## src/cfe_defs.svh

```systemverilog
// Purpose: Constants for the falling-event input qualifier
// Assumes: Included by bare name
// Notes:   Offsets are register addresses on the plain port
`ifndef CFE_DEFS_SVH
`define CFE_DEFS_SVH
`define CFE_ADDR_W          4
`define CFE_OFF_MODE_LOW    4'h0
`define CFE_OFF_ENABLE_LOW  4'h1
`define CFE_OFF_STATUS      4'h2
`define CFE_MODE_RESET      8'h00
`define CFE_ENABLE_RESET    8'h00
`define CFE_NUM_SRC         5
`define CFE_BIT_PIN         0
`define CFE_BIT_CMP1        1
`define CFE_BIT_CMP2        2
`define CFE_BIT_CMP3        3
`define CFE_BIT_CMP4        4
`define CFE_SYNC_STAGES     2
`endif

```

## src/cfe_pkg.sv

```systemverilog
// Purpose: Types for the falling-event input qualifier
// Assumes: Nothing
// Notes:   Holds types only
package cfe_pkg;
   typedef struct packed {
      logic [3:0] addr;
      logic [7:0] wdata;
      logic       wr;
      logic       rd;
   } cfe_bus_req_t;
   typedef enum logic {CFE_LEVEL, CFE_EDGE} cfe_mode_t;
endpackage

```

## src/cfe_fall_inputs.sv

```systemverilog
// Purpose: Falling-event source qualification, five sources
// Assumes: Register port strobes are one cycle, never together
// Notes:   Read data valid only in the cycle after the read strobe
`timescale 1ns/100ps
`include "cfe_defs.svh"
// Function
// - An enabled source in edge mode starts a delayed falling event on a high-to-low edge.
// - An enabled source in level mode gives an immediate falling event while low.
// - A disabled source never affects falling events, whatever its mode.
// - Mode bit 4 selects edge or level for the comparator 4 source.
// - Mode bits 3, 2 and 1 select edge or level for comparators 3, 2 and 1.
// - Mode bit 0 serves the pin chosen by the input pin select, with the same rules.
module cfe_fall_inputs #(
   parameter int NSRC = `CFE_NUM_SRC
) (
   // Clock and reset
   input  wire logic                 sys_clk_in,
   input  wire logic                 rst_n_in,
   // Register port
   input  wire cfe_pkg::cfe_bus_req_t bus_in,
   output logic [7:0]                rdata_out,
   // Sources: comparators 1..4 and selected pin
   input  wire logic [4:1]           cmp_in,
   input  wire logic                 sel_pin_in,
   // Falling events
   output logic                      fall_delayed_out,
   output logic                      fall_immediate_out,
   output logic [NSRC-1:0]           fall_src_delayed_out
);
   logic [7:0]      falling_event_mode_select_low_r;
   logic [7:0]      fall_src_enable_r;
   logic [NSRC-1:0] src_vec;
   logic [NSRC-1:0] dly_vec;
   logic [NSRC-1:0] imm_vec;
   logic [NSRC-1:0] lvl_vec;
   logic [7:0]      rdata_nxt;

   // Map sources onto mode and enable bit positions
   always_comb begin
      src_vec                 = '0;
      src_vec[`CFE_BIT_PIN]   = sel_pin_in;
      src_vec[`CFE_BIT_CMP1]  = cmp_in[1];
      src_vec[`CFE_BIT_CMP2]  = cmp_in[2];
      src_vec[`CFE_BIT_CMP3]  = cmp_in[3];
      src_vec[`CFE_BIT_CMP4]  = cmp_in[4];
   end

   // Mode register write
   always_ff @(posedge sys_clk_in or negedge rst_n_in) begin
      if (!rst_n_in) begin
         falling_event_mode_select_low_r <= `CFE_MODE_RESET;
      end else if (bus_in.wr && bus_in.addr == `CFE_OFF_MODE_LOW) begin
         falling_event_mode_select_low_r <= bus_in.wdata;
      end
   end

   // Enable register write
   always_ff @(posedge sys_clk_in or negedge rst_n_in) begin
      if (!rst_n_in) begin
         fall_src_enable_r <= `CFE_ENABLE_RESET;
      end else if (bus_in.wr && bus_in.addr == `CFE_OFF_ENABLE_LOW) begin
         fall_src_enable_r <= bus_in.wdata;
      end
   end

   // One qualifier per source
   genvar gi;
   generate
      for (gi = 0; gi < NSRC; gi++) begin : g_src
         cfe_src_qual cfe_src_qual_i (
            .sys_clk_in    (sys_clk_in),
            .rst_n_in      (rst_n_in),
            .src_in        (src_vec[gi]),
            .enable_in     (fall_src_enable_r[gi]),
            .edge_mode_in  (falling_event_mode_select_low_r[gi]),
            .delayed_out   (dly_vec[gi]),
            .immediate_out (imm_vec[gi]),
            .sync_out      (lvl_vec[gi])
         );
      end
   endgenerate

   // Any enabled edge-mode source fell
   always_ff @(posedge sys_clk_in or negedge rst_n_in) begin
      if (!rst_n_in) begin
         fall_delayed_out <= 1'b0;
      end else begin
         fall_delayed_out <= |dly_vec;
      end
   end

   // Any enabled level-mode source low
   always_ff @(posedge sys_clk_in or negedge rst_n_in) begin
      if (!rst_n_in) begin
         fall_immediate_out <= 1'b0;
      end else begin
         fall_immediate_out <= |imm_vec;
      end
   end

   // Per-source edge pulses for the phase-delay stage
   always_ff @(posedge sys_clk_in or negedge rst_n_in) begin
      if (!rst_n_in) begin
         fall_src_delayed_out <= '0;
      end else begin
         fall_src_delayed_out <= dly_vec;
      end
   end

   // Read decode
   always_comb begin
      rdata_nxt = 8'h00;
      if (bus_in.addr == `CFE_OFF_MODE_LOW) begin
         rdata_nxt = falling_event_mode_select_low_r;
      end else if (bus_in.addr == `CFE_OFF_ENABLE_LOW) begin
         rdata_nxt = fall_src_enable_r;
      end else if (bus_in.addr == `CFE_OFF_STATUS) begin
         rdata_nxt[NSRC-1:0] = lvl_vec; // Upper bits stay zero
      end
   end

   // Read data, one cycle after strobe only
   always_ff @(posedge sys_clk_in or negedge rst_n_in) begin
      if (!rst_n_in) begin
         rdata_out <= 8'h00;
      end else if (bus_in.rd) begin
         rdata_out <= rdata_nxt;
      end else begin
         rdata_out <= 8'h00;
      end
   end

   // Disabled pin source never yields an event
   a_disabled_quiet: assert property (@(posedge sys_clk_in)
      disable iff (!rst_n_in)
      !fall_src_enable_r[0] && !$past(fall_src_enable_r[0]) |-> !dly_vec[0] && !imm_vec[0])
      else $error("disabled source produced an event");

   // Comparator 1 in level mode, low, gives immediate event within four cycles
   a_level_event: assert property (@(posedge sys_clk_in)
      disable iff (!rst_n_in)
      (fall_src_enable_r[1] && !falling_event_mode_select_low_r[1] && !cmp_in[1])[*4]
      |-> imm_vec[1])
      else $error("level mode missed immediate event");

   // Comparator 4 edge pulse lasts exactly one cycle
   a_edge_single: assert property (@(posedge sys_clk_in)
      disable iff (!rst_n_in)
      dly_vec[4] |=> !dly_vec[4])
      else $error("edge event longer than one cycle");

   // Pin in edge mode never gives immediate events
   a_edge_no_imm: assert property (@(posedge sys_clk_in)
      disable iff (!rst_n_in)
      falling_event_mode_select_low_r[0] && $past(falling_event_mode_select_low_r[0])
      |-> !imm_vec[0])
      else $error("edge mode gave immediate event");

   // Pin source in edge mode falls, a delayed event follows
   a_edge_event: assert property (@(posedge sys_clk_in)
      disable iff (!rst_n_in)
      $past(fall_src_enable_r[0] && falling_event_mode_select_low_r[0]) && $fell(lvl_vec[0])
      |-> dly_vec[0])
      else $error("pin source edge missed");

   // Comparator 2 in edge mode falls, a delayed event follows
   a_edge_cmp2: assert property (@(posedge sys_clk_in)
      disable iff (!rst_n_in)
      $past(fall_src_enable_r[2] && falling_event_mode_select_low_r[2]) && $fell(lvl_vec[2])
      |-> dly_vec[2])
      else $error("comparator 2 edge missed");

   // Comparator 4 in edge mode falls, a delayed event follows
   a_edge_cmp4: assert property (@(posedge sys_clk_in)
      disable iff (!rst_n_in)
      $past(fall_src_enable_r[4] && falling_event_mode_select_low_r[4]) && $fell(lvl_vec[4])
      |-> dly_vec[4])
      else $error("comparator 4 edge missed");

   // Comparator 4 in level mode: immediate event tracks the low level
   a_level_follow: assert property (@(posedge sys_clk_in)
      disable iff (!rst_n_in)
      $past(fall_src_enable_r[4] && !falling_event_mode_select_low_r[4])
      |-> imm_vec[4] == !lvl_vec[4])
      else $error("comparator 4 level event wrong");

   // Comparator 3 in level mode: immediate event tracks the low level
   a_level_cmp3: assert property (@(posedge sys_clk_in)
      disable iff (!rst_n_in)
      $past(fall_src_enable_r[3] && !falling_event_mode_select_low_r[3])
      |-> imm_vec[3] == !lvl_vec[3])
      else $error("comparator 3 level event wrong");

   // Pin in level mode: immediate event tracks the low level
   a_level_pin: assert property (@(posedge sys_clk_in)
      disable iff (!rst_n_in)
      $past(fall_src_enable_r[0] && !falling_event_mode_select_low_r[0])
      |-> imm_vec[0] == !lvl_vec[0])
      else $error("pin level event wrong");

   // Disabled comparator 1 stays silent
   a_disabled_cmp1: assert property (@(posedge sys_clk_in)
      disable iff (!rst_n_in)
      !$past(fall_src_enable_r[1]) |-> !dly_vec[1] && !imm_vec[1])
      else $error("disabled comparator 1 produced an event");

   // Disabled comparator 4 stays silent
   a_disabled_cmp4: assert property (@(posedge sys_clk_in)
      disable iff (!rst_n_in)
      !$past(fall_src_enable_r[4]) |-> !dly_vec[4] && !imm_vec[4])
      else $error("disabled comparator 4 produced an event");

   // Comparator 4 in edge mode never gives an immediate event
   a_cmp4_no_imm: assert property (@(posedge sys_clk_in)
      disable iff (!rst_n_in)
      $past(falling_event_mode_select_low_r[4]) |-> !imm_vec[4])
      else $error("comparator 4 edge mode gave immediate event");

   // Pin in level mode never gives a delayed event
   a_level_no_dly: assert property (@(posedge sys_clk_in)
      disable iff (!rst_n_in)
      !$past(falling_event_mode_select_low_r[0]) |-> !dly_vec[0])
      else $error("pin level mode gave delayed event");

   // Comparator 1 edge pulse at the output lasts one cycle
   a_src1_pulse_once: assert property (@(posedge sys_clk_in)
      disable iff (!rst_n_in)
      fall_src_delayed_out[1] |=> !fall_src_delayed_out[1])
      else $error("comparator 1 edge pulse too long");

   // Mode register reads back what it holds
   a_read_mode: assert property (@(posedge sys_clk_in)
      disable iff (!rst_n_in)
      $past(bus_in.rd && bus_in.addr == `CFE_OFF_MODE_LOW)
      |-> rdata_out == $past(falling_event_mode_select_low_r))
      else $error("mode register read back wrong");
endmodule

```

## src/cfe_src_qual.sv

```systemverilog
// Purpose: One falling-event source: sync, edge detect, qualify
// Assumes: Source is asynchronous to sys_clk_in
// Notes:   Outputs are registered
`timescale 1ns/100ps
`include "cfe_defs.svh"
module cfe_src_qual #(
   parameter int STAGES = `CFE_SYNC_STAGES
) (
   // Clock and reset
   input  wire logic sys_clk_in,
   input  wire logic rst_n_in,
   // Source and controls
   input  wire logic src_in,
   input  wire logic enable_in,
   input  wire logic edge_mode_in,
   // Qualified events and synced source level
   output logic      delayed_out,
   output logic      immediate_out,
   output logic      sync_out
);
   logic [STAGES-1:0] sync_r;
   logic              prev_r;

   // Synchroniser chain, first stage read only by second
   always_ff @(posedge sys_clk_in or negedge rst_n_in) begin
      if (!rst_n_in) begin
         sync_r <= '1;
      end else begin
         sync_r <= {sync_r[STAGES-2:0], src_in};
      end
   end

   // Previous synced level for edge detect
   always_ff @(posedge sys_clk_in or negedge rst_n_in) begin
      if (!rst_n_in) begin
         prev_r <= 1'b1;
      end else begin
         prev_r <= sync_r[STAGES-1];
      end
   end

   // Qualify by enable and mode
   always_ff @(posedge sys_clk_in or negedge rst_n_in) begin
      if (!rst_n_in) begin
         delayed_out   <= 1'b0;
         immediate_out <= 1'b0;
         sync_out      <= 1'b1;
      end else begin
         sync_out      <= sync_r[STAGES-1];
         // Edge: one pulse per high-to-low
         delayed_out   <= enable_in && edge_mode_in
                          && prev_r && !sync_r[STAGES-1];
         // Level: held while low
         immediate_out <= enable_in && !edge_mode_in
                          && !sync_r[STAGES-1];
      end
   end
endmodule

```

## config.mk

```make
export PLATFORM = sky130hd
export DESIGN_NAME = cfe_fall_inputs
export DESIGN_NICKNAME = d
export VERILOG_FILES = /design/src/cfe_pkg.sv /design/src/cfe_fall_inputs.sv /design/src/cfe_src_qual.sv
export VERILOG_INCLUDE_DIRS = /design/src
export SDC_FILE = /design/constraint.sdc
export NUM_CORES = 1
export LEC_CHECK = 0
export BUFFER_PORTS_ARGS = -buffer_cell sky130_fd_sc_hd__buf_2
export CAP_MARGIN = 20
export CORE_MARGIN = 5
export CORE_UTILIZATION = 45
export CTS_BUF_LIST = sky130_fd_sc_hd__clkbuf_2
export DETAILED_ROUTE_END_ITERATION = 8
export PLACE_DENSITY = 0.69
export SYNTH_ARGS = -nofsm -noshare
export SYNTH_HDL_FRONTEND = slang
export SYNTH_SLANG_ARGS = --single-unit
```

## constraint.sdc

```tcl
create_clock -name sys_clk_in -period 1.05 [get_ports sys_clk_in]
set_clock_uncertainty 0.1 [all_clocks]
set_input_delay 0.1575 -clock sys_clk_in [delete_from_list [all_inputs] [get_ports sys_clk_in]]
set_output_delay 0.1575 -clock sys_clk_in [all_outputs]
set_load 0.02 [all_outputs]
```

Word level (Yosys, flattened, before mapping). Index checks and enable logic that the tools add are counted.

$add $sub $neg: 0. Multiply operators: 0. Divide/modulo/power cells: 0. $lt $le $gt $ge: 0. Eq/ne operators: 2. Shift-type cells: 0. Muxes and demuxes: 5. Bitwise gates (word level): 0. Reductions and logical operators: 40.

Operators with widths (number): $logic_and 1x1->1 (27); $mux 8 (2); $logic_not 1->1 (10); $mux 5 (2); $reduce_or 5->1 (2); $eq 4x1->1 const B (1); $eq 4x2->1 const B (1); $logic_not 4->1 (1); $mux 3 (1).

Bits in registers: 56. Bits in latches: 0. Bits in writable memories: 0. Bits in read-only memories: 0. Output and inout bits: 15. Logic and storage cells: 73. Memories kept: 0.

Depth between registers and ports, before layout. Gate-level depths: netlist (run 1).

Depth after elaboration: 5. Mapped depth: 4.

By module. Synthesis (run 1) repeated with hierarchy kept, for this count alone.

Cells, all modules: 119. Area total of the unflattened synthesis: 1945.6 µm².

Modules (own cells, without submodules): cfe_fall_inputs (instances 1, cells an instance 84, area an instance 1213.7 µm², seq. area each 775.7 µm²); cfe_src_qual (instances 5, cells an instance 7, area an instance 146.4 µm², seq. area each 128.9 µm²).

Worst setup path after synthesis (run 1). No wires, ideal clock.

Kind: in2reg. Start point: input port bus_in[13] (netlist name). End point: register falling_event_mode_select_low_r[0]. Setup time: 0.125 ns. Arrival time: 0.983 ns. Data required time: 0.825 ns. Path slack: -0.157 ns. Stages on the path: 4. Path buffers: 1. Cell sequence: nor2_2 -> and4bb_1 -> buf_6 -> mux2_2.

Cells in the longest elaborated chain, start to end: 2.

Ends and longest elaborated chain: start, declared (line cfe_fall_inputs.sv:20) `input wire cfe_pkg::cfe_bus_req_t bus_in,`; $logic_not 4->1 (no source line); $logic_and 1x1->1 (no source line); end signal, assigned (line cfe_fall_inputs.sv:51) `` falling_event_mode_select_low_r <= `CFE_MODE_RESET; ``; end signal, assigned (line cfe_fall_inputs.sv:53) `falling_event_mode_select_low_r <= bus_in.wdata;`; end, declared (line cfe_fall_inputs.sv:30) `logic [7:0] falling_event_mode_select_low_r;`.

Every way passes these cells. A chain may end at the register's enable or synchronous reset.

Final worst setup path (run 1).
Start point: register rdata_out[4]. End point: output port rdata_out[4].

RTL lines: start, declared (line cfe_fall_inputs.sv:21) `output logic [7:0] rdata_out,`; start signal, assigned (line cfe_fall_inputs.sv:127) `rdata_out <= rdata_nxt;`.

No word-level cell between the ends.

==> results of run 1 <==
-- what timing repair did --
item | 4_1_cts | 5_1_grt
endpoints found under the setup margin | 20 | 20
hold endpoints to repair | 80 | 2
gates resized for setup | 30 | 0
hold buffers | 15 | 1
pin swaps | 5 | 0
-- tightest hold or removal path: stages --
cell,delay (ns)
sky130_fd_sc_hd__buf_2,0.10
sky130_fd_sc_hd__buf_4,0.19
sky130_fd_sc_hd__nor3_1,0.07
-- layer usage --
metal	track usage [%]	up-vias	wire (µm)
met1	15.5	563	1450
met5	0	-	0
met4	4.20	0	42
li1	-	558	-
met2	20.8	24	1770
met3	4.02	5	146
-- registers in the layout (all words and copies together), names as in the netlist --
name,count
g_src.cfe_src_qual_i.sync_out,5
g_src.cfe_src_qual_i.immediate_out,5
fall_src_enable_r,8
fall_immediate_out,1
rdata_out,8
fall_src_delayed_out,5
fall_delayed_out,1
g_src.cfe_src_qual_i.sync_r,10
g_src.cfe_src_qual_i.delayed_out,5
falling_event_mode_select_low_r,8
-- layout make-up --
cell class                      count  area [µm²]  area share (%)
Clock buffer                        6        30.0            1.14
Clock inverter                      2        7.51           0.284
Multi-Input combinational cell     63         582            22.0
Sequential cell                    56        1420            53.8
Tap cell                           52        65.1            2.46
Timing Repair Buffer               62         537            20.3
-- cells by family after synthesis --
group | count (synthesis) | share of synthesized area (%)
mux | 24 | 13.2
compound gates | 5 | 1.27
flops | 56 | 72.2
simple gates | 34 | 11.7
buf+inv | 3 | 1.53
-- through the flow --
stage	util, %	TNS [ns]	instances	worst slack [ns]
after global placement	54.7	-3.66	217	-0.221
after CTS	61.3	-3.29	240	-0.218
after detailed placement	54.7	-4.08	217	-0.242
after global routing	61.5	-4.34	241	-0.278
after floorplan	-	-0.903	122	-0.102
final	61.5	-2.87	241	-0.188
-- final timing paths --
check,startpoint,end,slack (ns)
worst max register to register,g_src[2].cfe_src_qual_i.sync_out,rdata_out[2],-0.10
worst max-delay path,rdata_out[4],rdata_out[4],-0.19
max in group asynchronous,rst_n_in,g_src[1].cfe_src_qual_i.sync_r[1],0.42
worst min register to register,g_src[1].cfe_src_qual_i.sync_r[1],g_src[1].cfe_src_qual_i.sync_out,0.26
min in group asynchronous,rst_n_in,fall_src_enable_r[2],0.12
worst min-delay path,bus_in[11],rdata_out[5],0.04
-- synthesized netlist by cell type (all sizes together) --
master   n
dfrtp   41
a21oi    5
dfstp   15
and4b    5
and4bb   1
nor3     5
mux2i    8
nand2    8
nor3b    5
nor2b    1
buf      3
or2      5
nand4b   1
mux2    16
nor2     3
-- power groups by stage --
stage	Combinational [W]	Sequential, W	Clock [W]
global placement	0.000580	0.00261	0
global route	0.000746	0.00263	0.000871
detailed placement	0.000598	0.00262	0
floorplan	0.000343	0.00263	0
CTS	0.000691	0.00259	0.000780
finish	0.000682	0.00259	0.000744
==> results.md, run 1 <==
- The run finished, with violations left.
- The final reports fail on setup timing.
- The power dissipated by switching net loads is 0.00101 W.
- In this run the worst path has a maximum fanout of 1.
- CTS built an H-tree with a depth of 2.
- The detailed-route vias per instance is 4.77.
- The total setup violations reported at the end of the flow is 20.
- The worst hold path was traced through 3 stages.
- At the worst endpoint, the arrival time is between 0.9 and 1 ns.
- Summing all non-filler instances in the final layout gives an area of between 2000 and 3000 µm².
- The library cell used most frequently in the layout, excluding fill and tap cells, is sky130_fd_sc_hd__dfrtp_1.
- The placed instance area is approximately 2300 µm².
- Of the post-synthesis cell area, the dominant cell type holds 52.2%.
- Detailed placement finished with a half-perimeter wire length of 2.38 mm.
- Setup repair after global routing could not meet its margin everywhere.
- At the end of routability-driven placement, the weighted congestion stood at 0.737.
- Counting the fill cells in the layout gives roughly 340.
- The worst slew margin relative to its limit is 81.5%.
- Of the synthesized area, sequential elements account for between 70% and 80%.
- The number of antenna diodes in the final layout is 0.
- The overall die area is a little under 6000 µm².
- IR analysis of the VDD net gives a maximum drop of approximately 0.73 mV.
- Input and output buffers added on the ports amount to 35.
- The floorplan step defined a core boundary enclosing 4290 µm².
- After detailed routing, the number of remaining DRC violations is 0.
- The flip-flop and latch count after synthesis is 56.
- The sequential power share is 64.5%.
- Yosys attributes the largest share of cell area to sky130_fd_sc_hd__dfrtp_1 (52%), sky130_fd_sc_hd__dfstp_2 (20%), sky130_fd_sc_hd__mux2_2 (9.2%), sky130_fd_sc_hd__mux2i_1 (4.1%), sky130_fd_sc_hd__and4b_1 (2.5%).
- The time the worst path needs with I/O delays and setup is roughly 1.2 ns.
- The top-level port count is 36.
- The worst setup path is captured at a primary output.
- Clock-pin slew was measured on the worst setup and hold paths at 0.25 ns.
- At the worst endpoint, the required time is between 0.7 and 0.8 ns.
- The first-pass detailed-route iteration total is 4.
- The average instance in the mapped netlist occupies about 16 µm².
- In the final layout, the share of cells above drive strength 1 is between 50% and 60%.
- The clock tree buffer depth is 2.
- Across all hold checks on the routed design, the worst slack comes to 0.0359 ns.
- Measured in cells, the most critical reg-to-reg path has a length of 3.
- The synthesized netlist occupies a cell area of ~2000 µm².
- TritonCTS created 5 clock buffers.
- For the worst-skew pair, the clock arrives at the later sink with an insertion delay of 0.41 ns.
- Combinational cells account for approximately 17% of the total power.
- The number of global-route vias before repair was about 1200.
- The areal power density over the cells is about 1500 nW/µm².
- In the final routed layout, each cell accounts on average for between 10 and 15 µm.
- The initial core utilization is 45.8%.
- The overall overflow remaining after global route is 0.
- For this design, the sink count on the clock tree is between 50 and 60.
- The min-delay analysis places its worst path in the category in2reg.
- In the global route stage, overall resource usage came out at between 10% and 20%.
- Dividing the final minimum period by the clock period gives 118%.
- sky130_fd_sc_hd__dfrtp_1 takes more of the synthesized area than any other cell.
- For this run, the number of Yosys warnings is 0.
- Counting every net in the synthesized netlist gives 143.
- The hold violation total from the final report is 0.
- The design draws around 0.0040 W.
- The total count of max-transition violations in the final report is 0.
- The clock tree root buffer cell is sky130_fd_sc_hd__clkbuf_2.
- The total number of placement rows is 24.
- In this run switching power makes up approximately 25% of total power.
- After clock tree synthesis, the setup repair step added 0 buffers.
- The net total in the final layout is approximately 210.
- Among cell families on the critical path, the largest total delay comes from flip-flops.
- The number of antenna violations at the first check in global routing is 0.
- Once detail routing completed, the nets flagged for antenna violations numbered 0.
- The number of buffers and inverters on the critical path is 1.
- In this run the number of cells on the critical path is 1.
- The critical path goes through buf_6.
- The pin count of the biggest net entering global routing is 57.
- The critical setup path kind is reg2out.
- The synthesized netlist contains 17 unique library cells.
- The worst-margin pin slew is ~0.28 ns.
- The final critical-path setup slack is -0.188 ns.
- The kind of launch point of the worst setup path is a flip-flop.
- The die is around 76 µm wide.
- The biggest cell delay along the critical path is roughly 0.44 ns.
- Of the total power, the clock network draws around 19%.
- In this run the static leakage power is 1.27 nW.
- The TritonCTS clock tree is built.
- The maximum achievable frequency is 808 MHz.
- Max-cap violations in this run came to 0.
- The relative area change from synthesis to final layout is 34.4%.
- The synthesized instance count is 122.
- The wire length reported by the detailed router is roughly 3.4 mm.
- The initial DRC count is slightly below 80.
- The number of vias after detailed routing is between 1000 and 1500.
- Cell internal power was estimated by the tool at 0.00301 W.
- The die is 76.1 µm tall.
- The first-pass GRT wire length is between 5 and 6 mm.
- In the layout the commonest cells are sky130_fd_sc_hd__dfrtp_1 (41), sky130_fd_sc_hd__buf_2 (20), sky130_fd_sc_hd__dlygate4sd3_1 (16).
- For this design, the slowest cell found on the critical path is sky130_fd_sc_hd__dfrtp_1.
Power figures use the tool's default switching activity.
==> inputs of run 2 (changes only) <==
--- a/config.mk
+++ b/config.mk
@@ -12,7 +12,7 @@
 export CORE_UTILIZATION = 45
 export CTS_BUF_LIST = sky130_fd_sc_hd__clkbuf_2
 export DETAILED_ROUTE_END_ITERATION = 8
-export PLACE_DENSITY = 0.69
+export PLACE_DENSITY = 0.67
 export SYNTH_ARGS = -nofsm -noshare
 export SYNTH_HDL_FRONTEND = slang
 export SYNTH_SLANG_ARGS = --single-unit
==> constraint.sdc (replaced) <==
create_clock -name sys_clk_in -period 1.2 [get_ports sys_clk_in]
set_clock_uncertainty 0.1 [all_clocks]
set_input_delay 0.18 -clock sys_clk_in [delete_from_list [all_inputs] [get_ports sys_clk_in]]
set_output_delay 0.18 -clock sys_clk_in [all_outputs]
set_load 0.02 [all_outputs]
==> run 2 against run 1 <==
Against the previous run:
- the run still ends with setup timing left
- final cell count shrank 0.83%
- combinational power shrank 19%
- non-clock buffer count shrank 2
- utilization shrank 1.4 points
- worst hold slack gained 0.086 ns
- global-route usage grew 0.37 points
- die area is the same
- cell area shrank 2.2%
- sequential share of layout area grew 1.2 points
- first-iteration DRC count shrank 29%
==> results.md, run 2 (synthesis results as in run 1) <==
- The data arrival time at the worst-slack endpoint came to 1.55 ns (+0.57 ns).
- The antenna diode count is 0 (unchanged).
- The initial core utilization was 45.8% (unchanged).
- The count of non-filler cells in the finished layout was 239 (-0.83%).
- The leakage power summed over all cells was 1.24 nW (-2.6%).
- The total clock buffers created by CTS was 5 (unchanged).
- The worst path uses 109% of the clock period.
- The placed wire-length estimate came to 2.37 mm (about the same).
- The initial DRC count is 55 (-29%).
- The hold violation total from the final report was 0 (unchanged).
- The total setup violations reported at the end of the flow came to 28 (+40%).
- The total count of max-transition violations in the final report came to 0 (unchanged).
- The final-layout setup total negative slack came to -1.75 ns (+1.11 ns).
- The setup slack of the most critical reg-to-reg path is 0.03 ns (+0.13 ns).
- TritonCTS built the clock tree.
- The number of global-route vias before repair is 1247 (+1.4%).
- The first-pass detailed-route iteration total came to 4 (unchanged).
- The pin count of the biggest net entering global routing is 57 (unchanged).
- The total number of placement rows is 24 (unchanged).
- The insertion delay of the later-clocked pin in the worst-skew pair is 0.42 ns (about the same).
- The remaining routing DRC violations is 0 (unchanged).
- The most common cell after layout, fill and taps aside is sky130_fd_sc_hd__dfrtp_1.
- The clock-pin transition on the worst setup and hold timing paths is 0.25 ns (about the same).
- The number of setup buffers added after CTS came to 0 (unchanged).
- The wire length reported by the detailed router was 3.43 mm (+0.68%).
- The worst-margin pin slew came to 0.467 ns (+0.189 ns).
- The top cell types in the final layout, fill and taps aside, are sky130_fd_sc_hd__dfrtp_1 (41), sky130_fd_sc_hd__buf_2 (20), sky130_fd_sc_hd__mux2_2 (16), sky130_fd_sc_hd__dlygate4sd3_1 (16).
- The count of clock tree sinks was 56 (unchanged).
- The number of antenna violations at the first check in global routing came to 0 (unchanged).
- The cell total after placement is 215 (-0.92%).
- The post-layout utilization of the core is 60.1% (-1.4 points).
- The clock tree root buffer cell is sky130_fd_sc_hd__clkbuf_2.
- The worst slew margin relative to its limit is 68.8% (-13 points).
- The critical register-to-register path endpoint is rdata_out[3].
- The areal power density over the cells is 1350 nW/µm² (-11%).
- For this run, the top clock speed supported by timing is 764 MHz.
- The vertical die dimension is 76.1 µm (unchanged).
- The overall overflow remaining after global route is 0 (unchanged).
- The tightest min-delay check is of the in2async type.
- The number of nets with antenna violations after detailed routing is 0 (unchanged).
- The proportion of layout cells with a drive suffix above 1 came to 50.3% (about the same).
- The routability congestion estimate from global placement was 0.736 (-0.18%).
- The launch point of the worst reg-to-reg path is g_src[3].cfe_src_qual_i.sync_out.
- Tracing the worst setup path back leads to its startpoint at bus_in[10].
- The width of the die came to 76.1 µm (unchanged).
- The average routed wire per standard cell is 14.4 µm (+1.5%).
- The number of flip-flops in the largest register is 10 (unchanged).
- The number of levels in the clock H-tree is 2 (unchanged).
- Setup repair after global routing could not meet its margin everywhere.
- The top fanout value on the critical path came to 8 (+7).
- The run finished, with violations left.
- The max capacitance violation total came to 0 (unchanged).
- The worst setup path is launched from an input port.
- The detailed-route vias per instance was 4.87 (+2.1%).
- The endpoint class of the critical path is a flip-flop.
- The number of fill cells was 353 (+2.9%).
- The first-pass GRT wire length came to 5.93 mm (+1.9%).
- The number of vias after detailed routing is 1164 (+1.2%).
- The final critical-path setup slack is -0.109 ns (+0.0793 ns).
- The total global-route track usage came to 12.9% (+0.37 points).
- The count of buffers inserted at the top-level ports is 35 (unchanged).
- The top-level port count came to 36 (unchanged).
- The overall die area was 5790 µm² (unchanged).
- The register containing the most flip-flops in the final layout is g_src.cfe_src_qual_i.sync_r.
- The path depth of the worst reg2reg path came to 3 (unchanged).
- The time the worst path needs with I/O delays and setup is between 1 and 1.5 ns.
- The net total in the final layout is 207 (-0.96%).
- The area growth from synthesis to layout is 31.4%.
- The clock tree buffer depth is 2 (unchanged).
- The worst voltage drop across the vdd grid was 0.811 mV (+11%).
- The worst setup path is of the in2reg kind.
- The total core area came to 4290 µm² (unchanged).
- The checks that failed: setup timing.
- The required time at the worst-slack endpoint is 1.44 ns (+0.65 ns).
run 2: critical path, cell delays in order:
cell	delay, ns
sky130_fd_sc_hd__buf_2	0.10
sky130_fd_sc_hd__dlygate4sd3_1	0.57
sky130_fd_sc_hd__buf_4	0.17
sky130_fd_sc_hd__nand4b_4	0.17
sky130_fd_sc_hd__mux2_2	0.36
run 2: metal layers:
metal / global-route usage, % / up-vias / part of all wire [%]
li1: - / 555 / -
met1: 15.2 / 577 / 41
met2: 21.7 / 30 / 53
met3: 4.85 / 2 / 5.7
met4: 4.37 / 0 / 0.55
met5: 0 / - / 0
run 2: layout make-up:
| cell class | instances | area, µm² | share of cell area (%) |
|---|---|---|---|
| clock buffer | 5 | 25.0 | 0.969 |
| clock inverter | 3 | 13.8 | 0.533 |
| multi-input combinational | 63 | 549 | 21.3 |
| sequential | 56 | 1420 | 55.0 |
| tap | 52 | 65.1 | 2.52 |
| timing repair buffer | 60 | 509 | 19.7 |
run 2: power breakdown:
| part | switching [W] | total, W | internal, W | leakage (nW) |
|---|---|---|---|---|
| combinational | 0.000228 | 0.000554 | 0.000327 | 0.513 |
| sequential | 0.000136 | 0.00226 | 0.00212 | 0.696 |
| clock | 0.000533 | 0.000664 | 0.000131 | 0.0302 |
run 2: worst max-delay path by stage:
stage	to	slack [ns]	cells past startpoint
detailed placement	falling_event_mode_select_low_r[3]	-0.12	5
CTS	fall_immediate_out	-0.11	1
finish	fall_src_enable_r[2]	-0.11	5
floorplan	falling_event_mode_select_low_r[0]	0.02	4
global placement	falling_event_mode_select_low_r[2]	-0.11	5
global route	fall_immediate_out	-0.18	1
run 2: timing repair:
item,CTS,global route
pin swaps,0,3
gates resized for setup,31,8
endpoints found under the hold margin,80,2
hold buffers,15,1
setup endpoints to repair,16,20
run 2: stage by stage:
step	cell area, µm²	worst slack (ns)	total power, W	hold WS (ns)
after CTS	2550	-0.112	0.00351	0.0281
after detailed placement	2260	-0.125	0.00275	0.0988
after global placement	2260	-0.112	0.00272	0.0943
after global routing	2580	-0.180	0.00370	0.0658
after floorplan	1970	0.0168	0.00254	-0.216
final	2580	-0.109	0.00348	0.122
==> inputs of run 3 (changes only) <==
==> constraint.sdc (replaced) <==
create_clock -name sys_clk_in -period 1.2 [get_ports sys_clk_in]
set_clock_uncertainty 0.1 [all_clocks]
set_input_delay 0.18 -clock sys_clk_in [delete_from_list [all_inputs] [get_ports sys_clk_in]]
set_output_delay 0.18 -clock sys_clk_in [all_outputs]
set_load 0.005 [all_outputs]
==> run 3 against run 2 <==
Against the previous run:
- the flow still finishes with violations (setup timing)
- first-iteration DRC count rose by 13%
- sequential power barely moved
- register-to-register slack about the same
- non-clock buffer count stayed put
- worst setup slack better by 0.0017 ns
- largest cell class unchanged
- largest power group unchanged
- maximum frequency is 0.13% higher
- total power is 2.7% lower
- utilization down 2.2 points
- final cell count is the same
==> results.md, run 3 (synthesis results as in run 1) <==
- The wire length reported by the detailed router is 3.41 mm (-0.64%).
- The detailed-route vias per instance is 4.88 (+0.26%).
- The count of buffers inserted at the top-level ports is 35 (unchanged).
- The required time at the worst-slack endpoint was 1.44 ns (about the same).
- The number of levels in the clock H-tree is 2 (unchanged).
- The max capacitance violation total is 0 (unchanged).
- The remaining routing DRC violations is 0 (unchanged).
- The total core area came to 4290 µm² (unchanged).
- The net total in the final layout is 207 (unchanged).
- The pin count of the biggest net entering global routing is 57 (unchanged).
- The areal power density over the cells was 1360 nW/µm² (+0.95%).
- The number of global-route vias before repair is 1248 (+0.080%).
- The antenna diode count is 0 (unchanged).
- Relative to the synthesized area, the layout overhead comes to 26.6%.
- The worst setup path is of the in2reg kind.
- Setup repair after global routing could not meet its margin everywhere.
- The library cell used most frequently in the layout, excluding fill and tap cells, is sky130_fd_sc_hd__dfrtp_1.
- The top cell types in the final layout, fill and taps aside, are sky130_fd_sc_hd__dfrtp_1 (41), sky130_fd_sc_hd__buf_2 (35), sky130_fd_sc_hd__mux2_2 (16), sky130_fd_sc_hd__dlygate4sd3_1 (16), sky130_fd_sc_hd__dfstp_2 (15).
- The top-level port count is 36 (unchanged).
- The count of clock tree sinks is 56 (unchanged).
- The cell total after placement is 215 (unchanged).
- The initial core utilization is 45.8% (unchanged).
- The time the worst path needs with I/O delays and setup is 1.31 ns (-0.00172 ns).
- The first-pass GRT wire length is 5.91 mm (-0.35%).
- The overall die area is 5790 µm² (unchanged).
- The run finished, with violations left.
- The vertical die dimension was 76.1 µm (unchanged).
- The worst-margin pin slew is 0.459 ns (-0.00766 ns).
- The clock tree root buffer cell is sky130_fd_sc_hd__clkbuf_2.
- The final critical-path setup slack was -0.107 ns (+0.00172 ns).
- The number of setup buffers added after CTS is 0 (unchanged).
- The endpoint class of the critical path is a flip-flop.
- The final reports fail on setup timing.
- STA classifies the critical path startpoint as an input port.
- The data arrival time at the worst-slack endpoint is 1.55 ns (about the same).
- The post-layout utilization of the core was 58.0% (-2.2 points).
- The leakage power summed over all cells is 1.23 nW (-0.93%).
- The worst slew margin relative to its limit is 69.3% (+0.51 points).
- The average routed wire per standard cell is 14.3 µm (-0.64%).
- The number of fill cells is 368 (+4.2%).
- The clock-pin transition on the worst setup and hold timing paths is 0.25 ns (about the same).
- The number of vias after detailed routing is 1167 (+0.26%).
- The placed wire-length estimate came to 2.37 mm (unchanged).
- The count of non-filler cells in the finished layout is 239 (unchanged).
- The period utilization is 109% (-0.14 points).
- The number of antenna violations at the first check in global routing is 0 (unchanged).
- The hold violation total from the final report was 0 (unchanged).
- Ranked by flip-flop count, first place goes to g_src.cfe_src_qual_i.sync_r.
- The insertion delay of the later-clocked pin in the worst-skew pair was 0.42 ns (about the same).
- The proportion of layout cells with a drive suffix above 1 came to 50.3% (unchanged).
- The setup slack of the most critical reg-to-reg path came to 0.03 ns (about the same).
- The total clock buffers created by CTS is 5 (unchanged).
- The tightest min-delay check is of the in2reg type.
- The total global-route track usage is 12.8% (-0.10 points).
- The total number of placement rows is 24 (unchanged).
- The first-pass detailed-route iteration total was 4 (unchanged).
- The post-placement worst setup slack is -0.125 ns (unchanged).
- The top fanout value on the critical path is 8 (unchanged).
- The number of nets with antenna violations after detailed routing is 0 (unchanged).
- The width of the die is 76.1 µm (unchanged).
- The maximum achievable frequency came to 765 MHz (+0.13%).
- The initial DRC count came to 62 (+13%).
- The total count of max-transition violations in the final report is 0 (unchanged).
- The worst voltage drop across the vdd grid is 0.811 mV (about the same).
- The overall overflow remaining after global route is 0 (unchanged).
- The overall power of the completed layout came to 0.00338 W (-2.7%).
- The routability congestion estimate from global placement is 0.736 (unchanged).
- TritonCTS built the clock tree.
- The clock tree buffer depth came to 2 (unchanged).
- The total setup violations reported at the end of the flow was 27 (-3.6%).
- The number of flip-flops in the largest register is 10 (unchanged).
[run 3: changes by cell type in the layout (fill, tap and decap cells not counted)]
cell	previous run	this run
sky130_fd_sc_hd__buf_6	15	0
sky130_fd_sc_hd__buf_2	20	35
[run 3: final timing paths]
kind                                                   startpoint                                end  cells past startpoint
worst max-delay path                                   bus_in[10]               fall_src_enable_r[2]                      5
worst min-delay path                                    bus_in[1]               fall_src_enable_r[0]                      3
worst max register to register   g_src[3].cfe_src_qual_i.sync_out                       rdata_out[3]                      3
worst min register to register  g_src[2].cfe_src_qual_i.sync_r[0]  g_src[2].cfe_src_qual_i.sync_r[1]                      0
max in group asynchronous                                rst_n_in   g_src[3].cfe_src_qual_i.sync_out                      3
min in group asynchronous                                rst_n_in               fall_src_enable_r[1]                      3
[run 3: repair_timing]
| item | in CTS | in global routing |
|---|---|---|
| setup endpoints to repair | 16 | 20 |
| resized for setup | 1 | 8 |
| hold buffers | 15 | 1 |
| hold endpoints to repair | 80 | 2 |
| pin swaps | 0 | 3 |
[run 3: per-stage QoR]
| step | hold WS (ns) | setup TNS (ns) | area [µm²] |
|---|---|---|---|
| 3_3_place_gp | 0.0943 | -1.41 | 2260 |
| 6_report | 0.128 | -1.27 | 2490 |
| 5_1_grt | 0.0658 | -2.66 | 2490 |
| 2_1_floorplan | -0.216 | 0 | 1970 |
| 3_5_place_dp | 0.0988 | -1.66 | 2260 |
| 4_1_cts | 0.0281 | -0.932 | 2450 |
[run 3: critical path: stages]
cell and delay (ns):
sky130_fd_sc_hd__buf_2 0.10, sky130_fd_sc_hd__dlygate4sd3_1 0.56, sky130_fd_sc_hd__buf_4 0.17, sky130_fd_sc_hd__nand4b_4 0.17
sky130_fd_sc_hd__mux2_2 0.36
[run 3: area by class of cell]
cell class / count / area (µm²) / share of cell area [%]
clock buffer: 5 / 25.0 / 1.01
multi-input combinational: 63 / 549 / 22.1
sequential: 56 / 1420 / 57.1
timing repair buffer: 60 / 415 / 16.7
clock inverter: 3 / 13.8 / 0.553
tap: 52 / 65.1 / 2.61
[run 3: metal layers]
| layer | wire length, µm | GRT usage [%] | vias up |
|---|---|---|---|
| li1 | - | - | 556 |
| met1 | 1400 | 15.2 | 577 |
| met2 | 1770 | 21.1 | 32 |
| met3 | 219 | 5.32 | 2 |
| met4 | 19 | 4.37 | 0 |
| met5 | 0 | 0 | - |
[run 3: report_power, final]
group          internal (W)  total, W  switching, W
combinational      0.000284  0.000469      0.000185
sequential          0.00212   0.00225      0.000128
clock              0.000131  0.000663      0.000532
total               0.00254   0.00338      0.000845
